$ cat src/spc_pkg.sv
// package for the speed profile configuration register bank
// assumes a single clock domain and a 32-bit avalon-mm register bus
package spc_pkg;

   // ************************************************************
   // bus geometry
   // ************************************************************
   localparam int          SPC_DW       = 32;      // bus data width
   localparam int          SPC_AW       = 10;      // byte address width
   localparam int          SPC_NREG     = 4;       // registers in the bank
   localparam logic [1:0]  SPC_LANE_OK  = 2'h0;    // word aligned low bits

   // register indices; the byte address is four times the index
   localparam logic [7:0]  SPC_IDX_MODE_DUTY1 = 8'h94;
   localparam logic [7:0]  SPC_IDX_CURVE_DUTY = 8'h96;
   localparam logic [7:0]  SPC_IDX_DUTY2      = 8'h98;
   localparam logic [7:0]  SPC_IDX_RATE1      = 8'h9A;

   // ************************************************************
   // field positions (lsb) and widths
   // ************************************************************
   localparam int SPC_PAR_BIT     = 31;   // parity bit, every register
   localparam int SPC_MODE_LSB    = 29;   // profile mode, register 0
   localparam int SPC_ON1_LSB     = 21;
   localparam int SPC_OFF1_LSB    = 13;
   localparam int SPC_CLAMP1_LSB  = 5;
   localparam int SPC_AHI_LSB     = 0;    // point a upper five bits
   localparam int SPC_ALO_LSB     = 28;   // point a lower three bits, reg 1
   localparam int SPC_B_LSB       = 20;
   localparam int SPC_C_LSB       = 12;
   localparam int SPC_D_LSB       = 4;
   localparam int SPC_EHI_LSB     = 0;    // point e upper four bits, reg 1
   localparam int SPC_ELO_LSB     = 27;   // point e lower four bits, reg 2
   localparam int SPC_ON2_LSB     = 19;
   localparam int SPC_OFF2_LSB    = 11;
   localparam int SPC_CLAMP2_LSB  = 3;
   localparam int SPC_STOPR_LSB   = 23;   // stop rate, register 3
   localparam int SPC_CLAMPR_LSB  = 15;
   localparam int SPC_RATEA_LSB   = 7;
   localparam int SPC_BHI_LSB     = 0;    // point b rate upper seven bits
   localparam int SPC_FULL_SCALE  = 255;  // fractions are value over 255
   localparam int SPC_MAXHZ_W     = 14;   // maximum speed reference width

   // reset value of every register in the bank
   localparam logic [31:0] SPC_REG_RST = 32'h0000_0000;
   localparam logic [31:0] SPC_RD_UNMAPPED = 32'h0000_0000;

   // ************************************************************
   // types
   // ************************************************************
   typedef enum logic [1:0] {
      SPC_MODE_REF       = 2'b00,   // speed reference
      SPC_MODE_LINEAR    = 2'b01,
      SPC_MODE_STAIR     = 2'b10,
      SPC_MODE_FWD_REV   = 2'b11
   } spc_mode_t;

   // decoded configuration handed to the profile logic
   typedef struct packed {
      spc_mode_t   mode;
      logic [7:0]  start_duty_level_1;
      logic [7:0]  stop_duty_level_1;
      logic [7:0]  clamp_duty_level_1;
      logic [7:0]  start_duty_level_2;
      logic [7:0]  stop_duty_level_2;
      logic [7:0]  clamp_duty_level_2;
      logic [7:0]  duty_a;
      logic [7:0]  duty_b;
      logic [7:0]  duty_c;
      logic [7:0]  duty_d;
      logic [7:0]  duty_e;
      logic [7:0]  stop_rate_level_1;
      logic [7:0]  clamp_rate_level_1;
      logic [7:0]  rate_a;
      logic [6:0]  rate_b_hi;
   } spc_cfg_t;

   // avalon-mm request from the master
   typedef struct packed {
      logic [SPC_AW-1:0] address;
      logic              read;
      logic              write;
      logic [SPC_DW-1:0] writedata;
   } spc_avreq_t;

   // byte address of a printed register index
   function automatic logic [SPC_AW-1:0] spc_byte_addr(logic [7:0] idx);
      spc_byte_addr = {idx, SPC_LANE_OK};
   endfunction

endpackage

$ cat src/spc_bus_slave.sv
// avalon-mm handshake for the register bank: one wait state per access
// assumes the master holds its request until it sees waitrequest low
module spc_bus_slave
   import spc_pkg::*;
(
   // clock and reset
   input  wire logic              clk,
   input  wire logic              rst,
   // request from the bus
   input  wire logic              req_read,
   input  wire logic              req_write,
   // read value of the addressed register, from the bank
   input  wire logic [SPC_DW-1:0] rd_value,
   // answer to the bus
   output logic                   waitrequest,
   output logic [SPC_DW-1:0]      readdata,
   // access taken this cycle
   output logic                   take
);

   // ************************************************************
   // state
   // ************************************************************
   typedef struct packed {
      logic              ack;     // second cycle of an access
      logic [SPC_DW-1:0] rdata;   // captured read data
   } spc_bs_state_t;

   spc_bs_state_t st_r;   // registered state
   spc_bs_state_t st_nxt; // next state

   // ack rises one cycle after a request, then drops with the take
   always_comb
   begin
      st_nxt = st_r;
      if ((req_read || req_write) && !st_r.ack)
      begin
         // first cycle: latch the read value, answer next cycle
         st_nxt.ack   = 1'b1;
         st_nxt.rdata = req_read ? rd_value : st_r.rdata;
      end
      else
      begin
         // answer cycle or idle
         st_nxt.ack = 1'b0;
      end
   end

   // register the state
   always_ff @(posedge clk)
   begin
      if (rst)
      begin
         st_r <= '0;
      end
      else
      begin
         st_r <= st_nxt;
      end
   end

   // outputs
   assign waitrequest = (req_read || req_write) && !st_r.ack;
   assign readdata    = st_r.rdata;
   assign take        = (req_read || req_write) && st_r.ack;

   // ************************************************************
   // checks
   // ************************************************************
   a_wait_one_cycle : assert property (@(posedge clk) disable iff (rst)
      (req_read || req_write) && waitrequest |=> !waitrequest)
      else $error("access not answered after one wait state");

endmodule

$ cat src/spc_rate_scale.sv
// scales an 8-bit fraction of full scale against the maximum speed
// assumes the maximum speed reference is a stable 14-bit value in hz
module spc_rate_scale
   import spc_pkg::*;
(
   // clock and reset
   input  wire logic                   clk,
   input  wire logic                   rst,
   // fraction and reference
   input  wire logic [7:0]             frac,
   input  wire logic [SPC_MAXHZ_W-1:0] max_hz,
   // scaled rate in hz, registered
   output logic [SPC_MAXHZ_W-1:0]      rate_hz
);

   // ************************************************************
   // state
   // ************************************************************
   typedef struct packed {
      logic [SPC_MAXHZ_W-1:0] hz;   // scaled result
   } spc_rs_state_t;

   spc_rs_state_t st_r;   // registered state
   spc_rs_state_t st_nxt; // next state

   // product is at most 255 times max, so the quotient fits 14 bits
   always_comb
   begin
      logic [21:0] prod;
      prod      = 22'(frac) * 22'(max_hz);
      st_nxt.hz = SPC_MAXHZ_W'(prod / 22'(SPC_FULL_SCALE));
   end

   // register the result
   always_ff @(posedge clk)
   begin
      if (rst)
      begin
         st_r <= '0;
      end
      else
      begin
         st_r <= st_nxt;
      end
   end

   assign rate_hz = st_r.hz;

endmodule

$ cat src/spc_regs.sv
// speed profile configuration register bank, top level
// assumes an avalon-mm master with waitrequest and a 20 mhz clock;
// the maximum speed reference comes from another register bank
//
// The Avalon-MM slave port was decided locally.
module spc_regs
   import spc_pkg::*;
(
   // clock and reset
   input  wire logic                   clk,
   input  wire logic                   rst,
   // avalon-mm slave
   input  wire logic [SPC_AW-1:0]      avs_address,
   input  wire logic                   avs_read,
   input  wire logic                   avs_write,
   input  wire logic [SPC_DW-1:0]      avs_writedata,
   output logic                        avs_waitrequest,
   output logic [SPC_DW-1:0]           avs_readdata,
   // maximum speed reference in hz
   input  wire logic [SPC_MAXHZ_W-1:0] max_speed_hz,
   // decoded configuration
   output spc_cfg_t                    cfg,
   // stop and clamp rates of range one, in hz
   output logic [SPC_MAXHZ_W-1:0]      stop_rate_hz,
   output logic [SPC_MAXHZ_W-1:0]      clamp_rate_hz
);

   // ************************************************************
   // address decode
   // ************************************************************
   // register number of a byte address, or SPC_NREG when unmapped
   function automatic logic [2:0] spc_sel(logic [SPC_AW-1:0] a);
      if (a == spc_byte_addr(SPC_IDX_MODE_DUTY1))
         spc_sel = 3'h0;
      else if (a == spc_byte_addr(SPC_IDX_CURVE_DUTY))
         spc_sel = 3'h1;
      else if (a == spc_byte_addr(SPC_IDX_DUTY2))
         spc_sel = 3'h2;
      else if (a == spc_byte_addr(SPC_IDX_RATE1))
         spc_sel = 3'h3;
      else
         spc_sel = 3'(SPC_NREG);
   endfunction

   // ************************************************************
   // state
   // ************************************************************
   typedef struct packed {
      logic [SPC_NREG-1:0][SPC_DW-1:0] regs;   // the four registers
   } spc_state_t;

   spc_state_t        st_r;      // registered state
   spc_state_t        st_nxt;    // next state
   logic [2:0]        sel;       // decoded register number
   logic              mapped;    // address hits the bank
   logic [SPC_DW-1:0] rd_value;  // value of the addressed register
   logic              take;      // access completes this cycle
   spc_avreq_t        req;       // bundled request

   assign req.address   = avs_address;
   assign req.read      = avs_read;
   assign req.write     = avs_write;
   assign req.writedata = avs_writedata;

   assign sel    = spc_sel(req.address);
   assign mapped = (sel != 3'(SPC_NREG));

   // read mux: plain selection, no side effect on any register
   always_comb
   begin
      if (mapped)
      begin
         rd_value = st_r.regs[sel[1:0]];
      end
      else
      begin
         rd_value = SPC_RD_UNMAPPED;        // unmapped reads as zero
      end
   end

   // ************************************************************
   // bus handshake
   // ************************************************************
   spc_bus_slave u_bus (
      .clk         (clk),
      .rst         (rst),
      .req_read    (req.read),
      .req_write   (req.write),
      .rd_value    (rd_value),
      .waitrequest (avs_waitrequest),
      .readdata    (avs_readdata),
      .take        (take)
   );

   // ************************************************************
   // register write
   // ************************************************************
   // whole-word write on the answering cycle; every bit is stored,
   // parity and reserved bits included, so readback is exact
   always_comb
   begin
      st_nxt = st_r;
      if (take && req.write && mapped)
      begin
         st_nxt.regs[sel[1:0]] = req.writedata;
      end
   end

   // register the state; the whole bank clears so that mode, parity,
   // point e upper bits and reserved bits start at zero
   always_ff @(posedge clk)
   begin
      if (rst)
      begin
         st_r.regs <= {SPC_NREG{SPC_REG_RST}};
      end
      else
      begin
         st_r <= st_nxt;
      end
   end

   // ************************************************************
   // field decode
   // ************************************************************
   // fields are slices of the flops, so the outputs come from flops
   always_comb
   begin
      logic [SPC_DW-1:0] r0;
      logic [SPC_DW-1:0] r1;
      logic [SPC_DW-1:0] r2;
      logic [SPC_DW-1:0] r3;
      r0 = st_r.regs[0];
      r1 = st_r.regs[1];
      r2 = st_r.regs[2];
      r3 = st_r.regs[3];
      // profile mode select
      cfg.mode = spc_mode_t'(r0[SPC_MODE_LSB +: 2]);
      // range one thresholds
      cfg.start_duty_level_1 = r0[SPC_ON1_LSB +: 8];
      cfg.stop_duty_level_1  = r0[SPC_OFF1_LSB +: 8];
      cfg.clamp_duty_level_1 = r0[SPC_CLAMP1_LSB +: 8];
      // point a: upper five in register 0, lower three in register 1
      cfg.duty_a = {r0[SPC_AHI_LSB +: 5], r1[SPC_ALO_LSB +: 3]};
      // points b to d
      cfg.duty_b = r1[SPC_B_LSB +: 8];
      cfg.duty_c = r1[SPC_C_LSB +: 8];
      cfg.duty_d = r1[SPC_D_LSB +: 8];
      // point e: upper four in register 1, lower four in register 2
      cfg.duty_e = {r1[SPC_EHI_LSB +: 4], r2[SPC_ELO_LSB +: 4]};
      // range two thresholds
      cfg.start_duty_level_2 = r2[SPC_ON2_LSB +: 8];
      cfg.stop_duty_level_2  = r2[SPC_OFF2_LSB +: 8];
      cfg.clamp_duty_level_2 = r2[SPC_CLAMP2_LSB +: 8];
      // range one rates and curve rates
      cfg.stop_rate_level_1  = r3[SPC_STOPR_LSB +: 8];
      cfg.clamp_rate_level_1 = r3[SPC_CLAMPR_LSB +: 8];
      cfg.rate_a             = r3[SPC_RATEA_LSB +: 8];
      cfg.rate_b_hi          = r3[SPC_BHI_LSB +: 7];
   end

   // ************************************************************
   // rate scaling
   // ************************************************************
   // stop rate as a fraction of the maximum speed reference
   spc_rate_scale u_stop (
      .clk     (clk),
      .rst     (rst),
      .frac    (cfg.stop_rate_level_1),
      .max_hz  (max_speed_hz),
      .rate_hz (stop_rate_hz)
   );

   // clamp rate as a fraction of the maximum speed reference
   spc_rate_scale u_clamp (
      .clk     (clk),
      .rst     (rst),
      .frac    (cfg.clamp_rate_level_1),
      .max_hz  (max_speed_hz),
      .rate_hz (clamp_rate_hz)
   );

   // ************************************************************
   // checks
   // ************************************************************
   // reset leaves mode, parity, point e upper and reserved bits at zero
   a_reset_clear : assert property (@(posedge clk)
      rst |=> (cfg.mode == SPC_MODE_REF) && !st_r.regs[0][SPC_PAR_BIT]
              && (st_r.regs[1][SPC_EHI_LSB +: 4] == 4'h0)
              && (st_r.regs[2][2:0] == 3'h0))
      else $error("bank not cleared by reset");

   // point e upper bits read zero right after reset
   a_point_e_rst : assert property (@(posedge clk)
      $fell(rst) |-> cfg.duty_e[7:4] == 4'h0)
      else $error("point e upper bits not zero after reset");

   // a taken write lands in its register at the next cycle
   a_write_lands : assert property (@(posedge clk) disable iff (rst)
      take && avs_write && mapped
      |=> st_r.regs[$past(sel[1:0])] == $past(avs_writedata))
      else $error("written word not stored");

   // a taken read returns the addressed register
   a_read_back : assert property (@(posedge clk) disable iff (rst)
      take && avs_read && mapped
      |-> avs_readdata == st_r.regs[sel[1:0]])
      else $error("read data differs from register");

   // reads never disturb the bank
   a_read_quiet : assert property (@(posedge clk) disable iff (rst)
      avs_read |=> $stable(st_r.regs))
      else $error("read changed a register");

   // unmapped reads answer zero
   a_unmapped_zero : assert property (@(posedge clk) disable iff (rst)
      take && avs_read && !mapped |-> avs_readdata == SPC_RD_UNMAPPED)
      else $error("unmapped read not zero");

   // point a lower three bits come from register 1 bits 30-28
   a_point_a_join : assert property (@(posedge clk) disable iff (rst)
      take && avs_write && (sel == 3'h1)
      |=> cfg.duty_a[2:0] == $past(avs_writedata[SPC_ALO_LSB +: 3]))
      else $error("point a lower bits wrong");

   // point e lower half comes from register 2 bits 30-27
   a_point_e_join : assert property (@(posedge clk) disable iff (rst)
      take && avs_write && (sel == 3'h2)
      |=> cfg.duty_e[3:0] == $past(avs_writedata[SPC_ELO_LSB +: 4]))
      else $error("point e lower bits wrong");

   // mode follows a write to register 0
   a_mode_update : assert property (@(posedge clk) disable iff (rst)
      take && avs_write && (sel == 3'h0)
      |=> cfg.mode == spc_mode_t'($past(avs_writedata[SPC_MODE_LSB +: 2])))
      else $error("mode not taken from write");

   // the scaled stop rate never exceeds the reference
   a_rate_bound : assert property (@(posedge clk) disable iff (rst)
      $stable(max_speed_hz) |=> stop_rate_hz <= $past(max_speed_hz))
      else $error("scaled rate above maximum");

   // range one thresholds follow a write to register 0
   a_range_one : assert property (@(posedge clk)
      disable iff (rst) take && avs_write && (sel == 3'h0)
      |=> cfg.start_duty_level_1 == $past(avs_writedata[SPC_ON1_LSB +: 8])
      && cfg.stop_duty_level_1 == $past(avs_writedata[SPC_OFF1_LSB +: 8])
      && cfg.clamp_duty_level_1 == $past(avs_writedata[SPC_CLAMP1_LSB +: 8]))
      else $error("range one thresholds wrong");

   // points b to d follow a write to register 1
   a_curve_duty : assert property (@(posedge clk) disable iff (rst)
      take && avs_write && (sel == 3'h1)
      |=> cfg.duty_b == $past(avs_writedata[SPC_B_LSB +: 8])
      && cfg.duty_c == $past(avs_writedata[SPC_C_LSB +: 8])
      && cfg.duty_d == $past(avs_writedata[SPC_D_LSB +: 8]))
      else $error("curve point duties wrong");

   // point e upper half comes from register 1 bits 3-0
   a_point_e_high : assert property (@(posedge clk) disable iff (rst)
      take && avs_write && (sel == 3'h1)
      |=> cfg.duty_e[7:4] == $past(avs_writedata[SPC_EHI_LSB +: 4]))
      else $error("point e upper bits wrong");

   // range two thresholds follow a write to register 2
   a_range_two : assert property (@(posedge clk)
      disable iff (rst) take && avs_write && (sel == 3'h2)
      |=> cfg.start_duty_level_2 == $past(avs_writedata[SPC_ON2_LSB +: 8])
      && cfg.stop_duty_level_2 == $past(avs_writedata[SPC_OFF2_LSB +: 8])
      && cfg.clamp_duty_level_2 == $past(avs_writedata[SPC_CLAMP2_LSB +: 8]))
      else $error("range two thresholds wrong");

   // rate levels follow a write to register 3
   a_rate_fields : assert property (@(posedge clk) disable iff (rst)
      take && avs_write && (sel == 3'h3)
      |=> cfg.stop_rate_level_1 == $past(avs_writedata[SPC_STOPR_LSB +: 8])
      && cfg.clamp_rate_level_1 == $past(avs_writedata[SPC_CLAMPR_LSB +: 8])
      && cfg.rate_a == $past(avs_writedata[SPC_RATEA_LSB +: 8])
      && cfg.rate_b_hi == $past(avs_writedata[SPC_BHI_LSB +: 7]))
      else $error("rate levels wrong");

   // the clamp rate obeys the same ceiling
   a_clamp_bound : assert property (@(posedge clk) disable iff (rst)
      $stable(max_speed_hz) |=> clamp_rate_hz <= $past(max_speed_hz))
      else $error("scaled clamp rate above maximum");

   // main scenarios
   c_write_curve : cover property (@(posedge clk) disable iff (rst)
      take && avs_write && (sel == 3'h1));
   c_write_mode : cover property (@(posedge clk) disable iff (rst)
      take && avs_write && (sel == 3'h0));
   c_read_rates : cover property (@(posedge clk) disable iff (rst)
      take && avs_read && (sel == 3'h3));
   c_unmapped : cover property (@(posedge clk) disable iff (rst)
      take && !mapped);
   c_fwd_rev : cover property (@(posedge clk) disable iff (rst)
      cfg.mode == SPC_MODE_FWD_REV);

endmodule

$ cat config.mk
export PLATFORM = sky130hd
export DESIGN_NAME = spc_regs
export DESIGN_NICKNAME = d
export VERILOG_FILES = /design/src/spc_pkg.sv /design/src/spc_bus_slave.sv /design/src/spc_rate_scale.sv /design/src/spc_regs.sv
export SDC_FILE = /design/constraint.sdc
export NUM_CORES = 1
export LEC_CHECK = 0
export ABC_AREA = 1
export BUFFER_PORTS_ARGS = -buffer_cell sky130_fd_sc_hd__buf_4
export CAP_MARGIN = 15
export CORE_ASPECT_RATIO = 0.5
export CORE_MARGIN = 4
export CORE_UTILIZATION = 25
export CTS_BUF_LIST = sky130_fd_sc_hd__clkbuf_4 sky130_fd_sc_hd__clkbuf_8
export DETAILED_ROUTE_END_ITERATION = 8
export REMOVE_ABC_BUFFERS = 1
export SYNTH_ARGS = -nofsm -noshare
export SYNTH_HDL_FRONTEND = slang
export SYNTH_SLANG_ARGS = --single-unit
$ cat constraint.sdc
create_clock -name clk -period 37.2 [get_ports clk]
set_input_delay 3.72 -clock clk [delete_from_list [all_inputs] [get_ports clk]]
set_output_delay 3.72 -clock clk [all_outputs]
set_load 0.005 [all_outputs]
==> summary.txt <==
Flow run
  – Max_cap viols: 0

Clock network
  – Worst-path clk slew: 0.13 ns
  – Hold-fix buffers, CTS: 0
  – Clock buffer count from CTS: 17
  – Worst-Skew Late Latency: 0.60 ns
  – Setup bufs post-CTS: 0
  – # H-tree levels: 4
  – Post-CTS Resized: 0
  – TritonCTS clock tree: done
  – CTS Buffer Depth: 2
  – CTS sink cnt: 189
  – Clock root cell: clkbuf_8

Worst setup path
  – Reg2reg setup slack: 24.02 ns
  – Critical-path maximum fanout: 16
  – CP top delay family: simple AND/OR/NAND/NOR gates
  – Worst Setup SP: max_speed_hz[9]
  – Worst EP required: 37.65 ns
  – Setup crit start kind: primary input
  – Crit path kind: in -> reg
  – Critical path depth in cells: 90
  – Reg-to-reg endpoint: u_stop.rate_hz[0]
  – Reg2reg path depth: 89
  – Crit path buf inv count: 11
  – End of the critical path: u_stop.rate_hz[0]
  – Reg2reg start: cfg[26]
  – Worst EP arrival: 15.97 ns
  – Crit end category: flip-flop
  – Critical path's largest stage delay: 0.58 ns
  – Crit path max-delay cell type: fa_1

Timing
  – Worst Skew: 0.0407 ns
  – Pins Over Slew Limit: 0
  – Final Critical Period: 15.52 ns
  – RSZ-0062 raised after global routing: no
  – Final Setup Violations: 0
  – Total Neg Setup Slack: 0 ns
  – Slew @ Worst Pin: 1.04 ns
  – Max-slew headroom: 30.9%
  – Final hold violations: 0
  – Period Utilization, post-route: 41.7%
  – F_max: 64.4 MHz

Routing
  – Via/cell ratio: 4.41
  – Drt drc: 0
  – WL final: 66100 µm
  – DRT iter0 DRCs: 1063
  – Pre-Repair DR Iteration Count: 7
  – DR vias: 21300
  – Wire length per cell: 13.7 µm
  – ANT nets after route: 0

Floorplan
  – FP Rows: 78
  – Die footprint: 98800 µm²
  – IO Pins: 242
  – Width of the die: 440 µm
  – Die height: 224 µm
  – Core area: 91600 µm²
  – Starting density of the core: 25.5%

Global routing
  – Largest net degree at the start of global routing: 116
  – Grt total ovfl: 0
  – Number of global-route vias before repair: 20900
  – First-pass GRT wire length: 109000 µm
  – Initial antenna violation count: 1
  – Total GRT Usage: 13.4%

Power and ir drop
  – Max rail drop VDD: 0.0204 mV
  – Total power: 0.000370 W
  – Leakage: 13.8 nW
  – Power density over cell area: 14.4 nW/µm²

Final layout
  – Final #Nets: 3873
  – Fillers: 10100
  – Most common cell after layout, fill and taps aside: nand2_1
  – Sequential cell area: 3780 µm²
  – Multi-input gate area: 15500 µm²
  – Most frequent cells in the layout: nand2_1 (966), inv_1 (599), buf_4 (251), nor2_1 (243), dfxtp_1 (189)
  – Area growth from synthesis to layout: 9.73%
  – Share of cells above drive strength 1: 19.2%

Yosys
  – Cells after Synth: 3577
  – Simple logic cell fraction of the synthesized area: 36.7%
  – Yosys cell types: 59
  – Main synth FF type: dfxtp_1
  – Asr flop ratio synth: 0%
  – Combinational family with the most area after synthesis: simple AND/OR/NAND/NOR gates
  – Mapped Area: 23400 µm²
  – Synth Warn #: 0
  – Post-synthesis adder-cell area fraction: 16.9%
  – Synth Area in Compound Gates: 10.9%
  – Post-synthesis register bit count: 189
  – Multiplexer share of the synthesized area: 0%
  – Seq/Total Area, Yosys: 16.2%
  – Syn avg cell area: 6.54 µm²
  – Synth Area in XOR/XNOR: 1.61%
  – EDFF count, synth: 0

Placed design
  – Port Buffer Count: 241
  – Hpwl dp: 50500 µm
  – Placer Congestion: 0.853

Min path
  – Worst Hold Class: reg -> reg

Outcome
  – Status: completed
==> per-stage QoR <==
step	instances	setup slack [ns]	cell area [µm²]	hold WS (ns)	utilization, %
global placement	4804	21.23	25300	0.441	27.6
finish	4836	21.68	25700	0.464	28.0
detailed placement	4804	21.10	25300	0.450	27.6
CTS	4835	21.74	25600	0.467	28.0
floorplan	3312	22.93	21800	0.421	-
global route	4835	20.34	25600	0.486	28.0
==> cell type report <==
type / count / share of cell area (%)
clock inverters: 11 / 0.488
diodes: 1 / 0.00976
multi-input cells: 2455 / 60.4
inverters: 668 / 9.89
well taps: 1240 / 6.05
flip-flops and latches: 189 / 14.8
repair buffers: 252 / 7.39
clock buffers: 20 / 1.05
==> registers in the layout, summed over array words and instances (netlist names) <==
signal           cells
u_clamp.rate_hz     14
u_stop.rate_hz      14
u_bus.readdata      32
u_bus.st_r           1
cfg                121
st_r                 7
==> cells by family (layout without fill, tap and decap cells) <==
family,count (synthesis),count (layout)
flops,189,189
other cells,0,1
xor+xnor,39,39
fa+ha+maj,230,230
compound gates,416,416
simple gates,1770,1770
buf+inv,933,951
==> per-layer routing <==
metal	vias up	global-route usage [%]	wire, µm
met4	2	3.77	1350
li1	10900	-	-
met3	57	2.18	2660
met5	-	0	7
met2	369	24.1	32900
met1	9981	16.6	29200
==> Yosys cell counts, types with 3 or more instances <==
| cell type | n | area (µm²) |
|---|---|---|
| a211oi_1 | 97 | 728 |
| a21boi_1 | 3 | 22.5 |
| a21o_1 | 3 | 22.5 |
| a21oi_1 | 120 | 601 |
| a21oi_2 | 6 | 52.6 |
| and2_1 | 4 | 25.0 |
| buf_1 | 3 | 11.3 |
| buf_4 | 154 | 1160 |
| clkbuf_1 | 104 | 390 |
| clkinv_1 | 10 | 37.5 |
| clkinv_2 | 3 | 15.0 |
| dfxtp_1 | 189 | 3780 |
| fa_1 | 144 | 2880 |
| ha_1 | 86 | 1080 |
| inv_1 | 599 | 2250 |
| inv_2 | 50 | 188 |
| inv_4 | 3 | 18.8 |
| nand2_1 | 967 | 3630 |
| nand2_2 | 123 | 769 |
| nand2_4 | 39 | 439 |
| nand3_1 | 177 | 886 |
| nand3_2 | 50 | 500 |
| nand3_4 | 12 | 210 |
| nand3b_1 | 16 | 120 |
| nand4_1 | 29 | 181 |
| nand4_2 | 5 | 62.6 |
| nor2_1 | 246 | 923 |
| nor2_2 | 50 | 313 |
| nor2_4 | 27 | 304 |
| nor3_1 | 10 | 50.1 |
| nor3_2 | 5 | 50.1 |
| nor4_1 | 3 | 18.8 |
| o211ai_1 | 11 | 82.6 |
| o211ai_2 | 4 | 50.1 |
| o21ai_0 | 74 | 370 |
| o21ai_1 | 42 | 210 |
| o21ai_2 | 10 | 87.6 |
| o21bai_1 | 4 | 30.0 |
| o21bai_2 | 3 | 33.8 |
| o22ai_1 | 33 | 206 |
| or2_2 | 3 | 18.8 |
| xnor2_1 | 13 | 114 |
| xor2_1 | 23 | 201 |
==> worst min-delay path by stage <==
stage,from,end,slack [ns],cells past startpoint
floorplan,u_bus.st_r[32],u_bus.st_r[32],0.42,1
global placement,u_bus.st_r[32],u_bus.st_r[32],0.44,1
detailed placement,u_bus.st_r[32],u_bus.st_r[32],0.45,1
CTS,u_bus.st_r[32],u_bus.st_r[32],0.47,1
global route,u_bus.st_r[32],u_bus.st_r[32],0.49,1
finish,u_bus.st_r[32],u_bus.st_r[32],0.46,1
==> power by group <==
group	leakage, nW	internal, W	switching, W
Clock	0.197	0.0000536	0.0000954
Combinational	12.0	0.00000492	0.0000133
Sequential	1.52	0.000202	0.0000000749
==> worst register-to-register path: cells and delay by family, from the launching register on <==
family | cells | cell delay (ns)
AO/OA/AOI/OAI | 5 | 0.87
adder cells (fa/ha/maj) | 6 | 2.64
AND/OR/NAND/NOR | 67 | 7.60
flip-flops | 1 | 0.99
buffers and inverters | 10 | 0.66
XOR/XNOR | 1 | 0.29
(Power assumes the default switching activity.)
